### config.mk
export PLATFORM = sky130hd
export DESIGN_NAME = dma_list_base_hash_irq_regs
export DESIGN_NICKNAME = d
export VERILOG_FILES = /design/src/shared/dma_regs_pkg.sv /design/src/design/dma_list_base_hash_irq_regs.sv /design/src/design/mcast_hash_filter.sv
export SDC_FILE = /design/constraint.sdc
export NUM_CORES = 1
export LEC_CHECK = 0
export BUFFER_PORTS_ARGS = -buffer_cell sky130_fd_sc_hd__buf_2
export CAP_MARGIN = 20
export CORE_MARGIN = 3
export CORE_UTILIZATION = 35
export DETAILED_ROUTE_END_ITERATION = 8
export SLEW_MARGIN = 20
export SYNTH_ARGS = -nofsm -noshare
export SYNTH_HDL_FRONTEND = slang
export SYNTH_SLANG_ARGS = --single-unit
### constraint.sdc
create_clock -name mclk_i -period 2.5 [get_ports mclk_i]
set_input_delay 0.375 -clock mclk_i [delete_from_list [all_inputs] [get_ports mclk_i]]
set_output_delay 0.375 -clock mclk_i [all_outputs]
set_load 0.01 [all_outputs]
### src/shared/dma_regs_pkg.sv
package dma_regs_pkg;

  // ==========================================================
  // register byte offsets
  localparam logic [7:0] TX_LIST_BASE_OFS = 8'h10;
  localparam logic [7:0] RX_LIST_BASE_OFS = 8'h14;
  localparam logic [7:0] RSVD_A_OFS       = 8'h18;
  localparam logic [7:0] RSVD_B_OFS       = 8'h1c;
  localparam logic [7:0] HASH_LOW_OFS     = 8'h20;
  localparam logic [7:0] HASH_HIGH_OFS    = 8'h24;
  localparam logic [7:0] IRQ_EN_OFS       = 8'h28;
  localparam logic [7:0] IRQ_STATUS_OFS   = 8'h2c;
  // added word: receive filter control bits
  localparam logic [7:0] RX_FILTER_CTL_OFS = 8'h30;

  // ==========================================================
  // reset values
  localparam logic [31:0] LIST_BASE_RST = 32'h0000_0000;
  localparam logic [31:0] HASH_RST      = 32'h0000_0000;
  localparam logic [6:0]  IRQ_RST       = 7'h00;
  localparam logic [2:0]  FILTER_RST    = 3'h0;
  localparam logic [31:0] UNMAPPED_DATA = 32'h0000_0000;

  // ==========================================================
  // field positions
  localparam int IRQ_LSB          = 25; // events occupy bits 31..25
  localparam int NUM_EVENTS       = 7;
  localparam int EV_RX_STOPPED    = 0;  // bit 25
  localparam int EV_TX_STOPPED    = 1;  // bit 26
  localparam int EV_RX_UNAVAIL    = 2;  // bit 27
  localparam int EV_TX_UNAVAIL    = 3;  // bit 28
  localparam int EV_RX_DONE       = 4;  // bit 29
  localparam int EV_TX_DONE       = 5;  // bit 30
  localparam int EV_LINK_CHANGE   = 6;  // bit 31
  localparam int FLT_HASH_EN      = 0;
  localparam int FLT_ALL_FRAMES   = 1;
  localparam int FLT_ALL_MCAST    = 2;
  localparam int HASH_BITS        = 6;

endpackage : dma_regs_pkg

### src/design/dma_list_base_hash_irq_regs.sv
// Implementation choice: register access over Avalon-MM.
`timescale 1ns/1ps
// list base, multicast hash and interrupt enable registers on avalon-mm
module dma_list_base_hash_irq_regs (
  input  wire logic                               mclk_i,
  input  wire logic                               sys_rst_i,
  // avalon-mm slave
  input  wire logic [7:0]                         avs_address_i,
  input  wire logic                               avs_read_i,
  input  wire logic                               avs_write_i,
  input  wire logic [31:0]                        avs_writedata_i,
  input  wire logic [3:0]                         avs_byteenable_i,
  output logic [31:0]                             avs_readdata_o,
  output logic                                    avs_waitrequest_o,
  // process state from the dma engine
  input  wire logic                               tx_running_i,
  input  wire logic                               rx_running_i,
  // one-cycle event pulses, bit order as the status word from bit 25 up
  input  wire logic [dma_regs_pkg::NUM_EVENTS-1:0] event_pulse_i,
  // hash lookup from the receive path
  input  wire logic                               hash_valid_i,
  input  wire logic [dma_regs_pkg::HASH_BITS-1:0] hash_index_i,
  output logic                                    mcast_accept_valid_o,
  output logic                                    mcast_accept_o,
  // register contents towards the dma engine
  output logic [31:0]                             tx_descriptor_list_base_o,
  output logic [31:0]                             rx_descriptor_list_base_o,
  output logic                                    irq_o
);
  import dma_regs_pkg::*;

  typedef struct packed {
    logic [31:0]           tx_base;
    logic [31:0]           rx_base;
    logic [31:0]           hash_low;
    logic [31:0]           hash_high;
    logic [NUM_EVENTS-1:0] irq_en;
    logic [NUM_EVENTS-1:0] irq_stat;
    logic [2:0]            filter_ctl;
    logic [31:0]           rdata;
    logic                  ack;
    logic                  irq;
  } reg_state_t;

  reg_state_t s_q;
  reg_state_t s_d;

  logic            access;
  logic            wr_hit;
  logic [31:0]     wmask;
  logic [31:0]     wdata_m;
  logic [31:0]     rd_word;
  logic [NUM_EVENTS-1:0] clr_bits;

  // ==========================================================
  // byte enables widened to a bit mask
  genvar g;
  generate
    for (g = 0; g < 4; g++) begin : g_mask
      assign wmask[g*8 +: 8] = {8{avs_byteenable_i[g]}};
    end
  endgenerate

  // ==========================================================
  // register file and bus answer
  // every access waits exactly one cycle: waitrequest drops on the cycle after
  // the request is seen, which keeps read data registered
  always_comb begin
    s_d     = s_q;
    access  = (avs_read_i | avs_write_i) & ~s_q.ack;
    wr_hit  = avs_write_i & access;
    wdata_m = avs_writedata_i & wmask;
    rd_word = UNMAPPED_DATA;
    clr_bits = '0;
    s_d.ack = access;

    // read decode, reserved words and bits read zero
    if (avs_address_i == TX_LIST_BASE_OFS) begin
      rd_word = s_q.tx_base;
    end else if (avs_address_i == RX_LIST_BASE_OFS) begin
      rd_word = s_q.rx_base;
    end else if (avs_address_i == HASH_LOW_OFS) begin
      rd_word = s_q.hash_low;
    end else if (avs_address_i == HASH_HIGH_OFS) begin
      rd_word = s_q.hash_high;
    end else if (avs_address_i == IRQ_EN_OFS) begin
      rd_word = {s_q.irq_en, 25'h0000000};
    end else if (avs_address_i == IRQ_STATUS_OFS) begin
      rd_word = {s_q.irq_stat, 25'h0000000}; // reading does not clear
    end else if (avs_address_i == RX_FILTER_CTL_OFS) begin
      rd_word = {29'h00000000, s_q.filter_ctl};
    end else begin
      rd_word = UNMAPPED_DATA; // reserved 0x18, 0x1c and unmapped
    end
    s_d.rdata = (avs_read_i & access) ? rd_word : s_q.rdata;

    // write decode
    if (wr_hit) begin
      if (avs_address_i == TX_LIST_BASE_OFS) begin
        if (!tx_running_i) begin
          s_d.tx_base = (s_q.tx_base & ~wmask) | wdata_m;
        end
      end else if (avs_address_i == RX_LIST_BASE_OFS) begin
        if (!rx_running_i) begin
          s_d.rx_base = (s_q.rx_base & ~wmask) | wdata_m;
        end
      end else if (avs_address_i == HASH_LOW_OFS) begin
        s_d.hash_low = (s_q.hash_low & ~wmask) | wdata_m;
      end else if (avs_address_i == HASH_HIGH_OFS) begin
        s_d.hash_high = (s_q.hash_high & ~wmask) | wdata_m;
      end else if (avs_address_i == IRQ_EN_OFS) begin
        // bits 31..25 all sit in byte lane 3
        if (avs_byteenable_i[3]) begin
          s_d.irq_en = avs_writedata_i[31:IRQ_LSB];
        end
      end else if (avs_address_i == IRQ_STATUS_OFS) begin
        clr_bits = avs_writedata_i[31:IRQ_LSB] & {NUM_EVENTS{avs_byteenable_i[3]}};
      end else if (avs_address_i == RX_FILTER_CTL_OFS) begin
        if (avs_byteenable_i[0]) begin
          s_d.filter_ctl = avs_writedata_i[2:0];
        end
      end
    end

    // sticky status: an event in the clearing cycle still sets its bit
    s_d.irq_stat = (s_q.irq_stat & ~clr_bits) | event_pulse_i;

    // interrupt line follows any enabled pending event
    s_d.irq = |(s_d.irq_stat & s_d.irq_en);
  end

  // ==========================================================
  // state register
  always_ff @(posedge mclk_i) begin
    if (sys_rst_i) begin
      s_q.tx_base    <= LIST_BASE_RST;
      s_q.rx_base    <= LIST_BASE_RST;
      s_q.hash_low   <= HASH_RST;
      s_q.hash_high  <= HASH_RST;
      s_q.irq_en     <= IRQ_RST;
      s_q.irq_stat   <= IRQ_RST;
      s_q.filter_ctl <= FILTER_RST;
      s_q.rdata      <= UNMAPPED_DATA;
      s_q.ack        <= 1'b0;
      s_q.irq        <= 1'b0;
    end else begin
      s_q <= s_d;
    end
  end

  // ==========================================================
  // hash filter; the list alignment is the host's duty and is not checked
  mcast_hash_filter u_filter (
    .mclk_i         (mclk_i),
    .sys_rst_i      (sys_rst_i),
    .hash_low_i     (s_q.hash_low),
    .hash_high_i    (s_q.hash_high),
    .filter_ctl_i   (s_q.filter_ctl),
    .hash_valid_i   (hash_valid_i),
    .hash_index_i   (hash_index_i),
    .accept_valid_o (mcast_accept_valid_o),
    .accept_o       (mcast_accept_o)
  );

  // outputs straight from flip-flops, except waitrequest, which is decoded from read/write and ack
  assign avs_readdata_o            = s_q.rdata;
  assign avs_waitrequest_o         = (avs_read_i | avs_write_i) & ~s_q.ack;
  assign tx_descriptor_list_base_o = s_q.tx_base;
  assign rx_descriptor_list_base_o = s_q.rx_base;
  assign irq_o                     = s_q.irq;

endmodule : dma_list_base_hash_irq_regs

### src/design/mcast_hash_filter.sv
`timescale 1ns/1ps
// multicast accept decision, registered one cycle after the hash strobe
module mcast_hash_filter (
  input  wire logic                               mclk_i,
  input  wire logic                               sys_rst_i,
  input  wire logic [31:0]                        hash_low_i,
  input  wire logic [31:0]                        hash_high_i,
  input  wire logic [2:0]                         filter_ctl_i,
  input  wire logic                               hash_valid_i,
  input  wire logic [dma_regs_pkg::HASH_BITS-1:0] hash_index_i,
  output logic                                    accept_valid_o,
  output logic                                    accept_o
);
  import dma_regs_pkg::*;

  typedef struct packed {
    logic valid;
    logic accept;
  } flt_state_t;

  flt_state_t s_q;
  flt_state_t s_d;
  logic       table_bit;

  // ==========================================================
  // decision
  always_comb begin
    // top index bit picks the word, low five the bit
    table_bit = hash_index_i[HASH_BITS-1] ? hash_high_i[hash_index_i[4:0]]
                                          : hash_low_i[hash_index_i[4:0]];
    s_d        = s_q;
    s_d.valid  = hash_valid_i;
    s_d.accept = filter_ctl_i[FLT_ALL_FRAMES] | filter_ctl_i[FLT_ALL_MCAST]
               | (filter_ctl_i[FLT_HASH_EN] & table_bit);
  end

  always_ff @(posedge mclk_i) begin
    if (sys_rst_i) begin
      s_q <= '0;
    end else begin
      s_q <= s_d;
    end
  end

  assign accept_valid_o = s_q.valid;
  assign accept_o       = s_q.accept;

endmodule : mcast_hash_filter

==> out/results.md <==
| Stage | Metric | Reported |
|---|---|---|
| status | Status | finished clean |
| setup path | Worst reg2reg startpoint | s_q[1] |
| grt | Leftover overflow at the end of global routing | 0 |
| finish | Count of nets after finishing | 1211 |
| setup path | Kind of critical path | primary input to flip-flop |
| clocking | Number of buffers added to fix hold violations after cts | 0 |
| clocking | Clock tree from TritonCTS | built |
| timing | Number of hold-slack violations in the final timing report | 0 |
| clocking | CTS H-Tree Depth | 4 |
| timing | Tcrit/Tclk final | 81.6% |
| clocking | Max Root-Sink Buffers | 2 |
| timing | Slew @ Worst Pin | 520 ps |
| synthesis | Post-synthesis register bit count | 181 |
| power and ir drop | Total internal power | 4.45 mW |
| run | Count of max-cap constraint violations | 0 |
| floorplanning | Count of boundary I/O pins | 164 |
| place | Count of input and output buffers | 163 |
| power and ir drop | Switching part of the total | 24.6% |
| power and ir drop | Pwr per Cell Area | 590 nW/um2 |
| synthesis | Portion of the post-synthesis area used by sequential elements | 41.3% |
| floorplanning | Area of the placeable core | 24500 um2 |
| synthesis | Most frequently used flop master after synthesis | sky130_fd_sc_hd__dfxtp_1 |
| place | Final RePlAce weighted congestion | 0.842 |
| timing | Setup violations, final | 0 |
| synthesis | Synthesized netlist net count | 1142 |
| synthesis | Most area-consuming cells after synthesis | sky130_fd_sc_hd__dfxtp_1 (41%), sky130_fd_sc_hd__nand2_1 (11%), sky130_fd_sc_hd__a21oi_1 (8.8%), sky130_fd_sc_hd__buf_4 (8.4%), sky130_fd_sc_hd__mux4_2 (4.1%) |
| routing | Via count | 7828 |
| power and ir drop | Net Sw Power | 1.45 mW |
| finish | Number of antenna diodes | 0 |
| setup path | Arrival time at the worst endpoint | 2350 ps |
| min path | Worst min-delay path endpoint | u_filter.accept_valid_o |
| setup path | Worst Setup End Kind | flip-flop |
| min path | Worst min-delay path startpoint | hash_valid_i |
| synthesis | Total number of yosys warnings | 0 |
| finish | Area growth from synthesis to final layout | 14.0% |
| finish | Proportion of layout cells with a drive suffix above 1 | 23.7% |
| floorplanning | Area of the die | 27000 um2 |
| synthesis | Netlist area before placement | 8770 um2 |
| synthesis | Proportion of synthesized flip-flops having asynchronous set or reset | 0% |
| timing | Worst setup skew after layout | 7.54 ps |
| routing | Pre-antenna DRT Iters | 5 |
| setup path | Setup slack of the worst register-to-register path | 480 ps |
| power and ir drop | Static Leak | 3.77 nW |
| timing | Setup TNS | 0 ps |
| place | DPL Wire Length | 19100 um |
| timing | Max_slew headroom | 64.4% |
| routing | Total wire length after detailed routing | 27200 um |
| synthesis | Netlist cell types | 51 |
| setup path | Number of cells on the worst reg-to-reg path | 6 |
| floorplanning | Chip height | 164 um |
| timing | Minimum clock period | 2040 ps |
| min path | Worst min path class | primary input to flip-flop |
| routing | Mean number of vias per cell | 5.28 |
| power and ir drop | Clock share of power | 44.2% |
| synthesis | Average cell area after synthesis | 8.14 um2 |
| setup path | Required time reported for the critical path endpoint | 2810 ps |
| finish | Final design instance area without fill | 10000 um2 |
| clocking | Number of gates resized after CTS | 0 |
| routing | Routed wirelength normalized by instance count | 18.4 um |
| routing | Number of DRC markers in iteration 0 | 735 |
| power and ir drop | Part of the power in combinational logic | 6.5% |
| clocking | CTS Root Buffer Type | sky130_fd_sc_hd__clkbuf_16 |
| synthesis | Top cell type by total area after synthesis | sky130_fd_sc_hd__dfxtp_1 |
| grt | First-pass GRT wire length | 41800 um |
| floorplanning | Row count | 57 |
| timing | Unrepaired setup endpoints after global routing | false |
| floorplanning | Starting density of the core | 35.8% |
| synthesis | Synth Instances | 1078 |
| routing | Number of nets with antenna violations after routing | 0 |
| timing | Maximum clock frequency | 490 MHz |
| synthesis | Post-synth EDFFs | 0 |
| clocking | Post-CTS setup-driven buffer insertion count | 0 |
| clocking | Clock transition at the registers of the reported paths | 70 ps |
| power and ir drop | Maximum resistive drop on vdd | 0.273 mV |
| power and ir drop | Fraction of power consumed by sequential logic | 49.3% |
| grt | Total Routing Usage GR | 20.1% |
| synthesis | Proportion of netlist area held by the largest area contributor | 41.3% |
| floorplanning | Die Span X | 164 um |
| place | Placed standard-cell area | 9440 um2 |
| timing | Slew Viols, Final | 0 |
| grt | Number of antenna violations at the first check in global routing | 0 |
| min path | WHS Path Cells | 2 |
| routing | Detailed-route DRC error count | 0 |
| clocking | Number of buffers created by CTS | 17 |
| grt | Number of global-route vias before repair | 7278 |
| clocking | Clock sink total | 181 |
| setup path | Highest net fanout along the worst path | 24 |
| setup path | Critical path launch point type | primary input |
| grt | Pin count of the biggest net entering global routing | 67 |
| clocking | Latest clock arrival within the worst-skew pair | 440 ps |
critical path, cell delays in order:
cell	delay, ps
sky130_fd_sc_hd__buf_2	100
sky130_fd_sc_hd__or4b_1	670
sky130_fd_sc_hd__buf_4	260
sky130_fd_sc_hd__nor3_4	160
sky130_fd_sc_hd__buf_12	200
sky130_fd_sc_hd__nand3_1	330
sky130_fd_sc_hd__nand2_1	180
sky130_fd_sc_hd__a21oi_1	70
cell usage in the layout (no fill, tap or decap), types with 22 or more instances in the layout:
| cell | count |
|---|---|
| sky130_fd_sc_hd__buf_2 | 162 |
| sky130_fd_sc_hd__o22ai_1 | 22 |
| sky130_fd_sc_hd__o21ai_0 | 29 |
| sky130_fd_sc_hd__dfxtp_1 | 181 |
| sky130_fd_sc_hd__mux2i_1 | 22 |
| sky130_fd_sc_hd__a21oi_1 | 154 |
| sky130_fd_sc_hd__nor2_1 | 40 |
| sky130_fd_sc_hd__or3_1 | 29 |
| sky130_fd_sc_hd__buf_4 | 46 |
| sky130_fd_sc_hd__a221oi_1 | 23 |
| sky130_fd_sc_hd__nand2_1 | 266 |
through the flow:
| stage | power, mW | setup WS [ps] | hold slack, ps | cells | util [%] |
|---|---|---|---|---|---|
| floorplan | 3.17 | 260 | 432 | 1078 | - |
| global placement | 3.36 | 58.1 | 441 | 1452 | 38.6 |
| detailed placement | 3.36 | 32.0 | 445 | 1452 | 38.6 |
| CTS | 5.94 | 486 | 132 | 1482 | 40.9 |
| global route | 6.10 | 301 | 143 | 1482 | 40.9 |
| finish | 5.90 | 459 | 140 | 1482 | 40.9 |
worst max path at each step:
stage	to	startpoint	slack, ps
finish	flip-flop	avs_address_i[7]	460
global placement	irq_o	avs_address_i[7]	60
global route	flip-flop	s_q[1]	300
detailed placement	flip-flop	avs_address_i[7]	30
floorplan	irq_o	avs_address_i[7]	260
CTS	flip-flop	avs_address_i[7]	490
cells by family after synthesis:
logic type | after synthesis | share of synthesized area, %
compound gates | 275 | 18.5
buf+inv | 170 | 11.6
flops | 181 | 41.3
mux | 44 | 7.39
simple gates | 408 | 21.2
routing by layer:
layer / track usage [%] / part of all wire (%)
met5: 0 / 0
met1: 27.8 / 45
met3: 3.66 / 6.5
met4: 6.96 / 2.3
met2: 31.7 / 46
power groups by stage:
stage               Sequential, mW  Combinational, mW  Clock [mW]
detailed placement            2.98              0.382           0
global placement              2.98              0.379           0
floorplan                     2.97              0.197           0
CTS                           2.91              0.383        2.65
global route                  2.91              0.418        2.77
finish                        2.91              0.383        2.61
Yosys cell counts, types with 2 or more instances:
library cell,n
sky130_fd_sc_hd__a2111oi_0,6
sky130_fd_sc_hd__a211oi_1,4
sky130_fd_sc_hd__a21o_1,3
sky130_fd_sc_hd__a21oi_1,154
sky130_fd_sc_hd__a221oi_1,23
sky130_fd_sc_hd__a22oi_1,10
sky130_fd_sc_hd__a31oi_1,7
sky130_fd_sc_hd__and2_1,2
sky130_fd_sc_hd__buf_1,2
sky130_fd_sc_hd__buf_2,9
sky130_fd_sc_hd__buf_4,98
sky130_fd_sc_hd__clkbuf_1,54
sky130_fd_sc_hd__dfxtp_1,181
sky130_fd_sc_hd__inv_1,6
sky130_fd_sc_hd__mux2_2,5
sky130_fd_sc_hd__mux2i_1,22
sky130_fd_sc_hd__mux4_2,16
sky130_fd_sc_hd__nand2_1,266
sky130_fd_sc_hd__nand2b_1,4
sky130_fd_sc_hd__nand3_1,14
sky130_fd_sc_hd__nand3b_1,3
sky130_fd_sc_hd__nor2_1,40
sky130_fd_sc_hd__nor2b_1,17
sky130_fd_sc_hd__nor3_1,10
sky130_fd_sc_hd__nor3_4,2
sky130_fd_sc_hd__nor3b_1,4
sky130_fd_sc_hd__nor4_4,3
sky130_fd_sc_hd__nor4b_1,4
sky130_fd_sc_hd__o21a_1,2
sky130_fd_sc_hd__o21ai_0,29
sky130_fd_sc_hd__o221ai_1,4
sky130_fd_sc_hd__o22ai_1,22
sky130_fd_sc_hd__o31a_1,5
sky130_fd_sc_hd__o31ai_1,2
sky130_fd_sc_hd__or3_1,29
area by class of cell:
class                      count  area, um2
fill                        2504      14500
multi-input combinational    727       4130
sequential                   181       3620
timing repair buffer         213       1260
clock buffer                  20        457
tap                          324        405
clock inverter                10        101
inverter                       7       26.3
(Power assumes the default switching activity.)
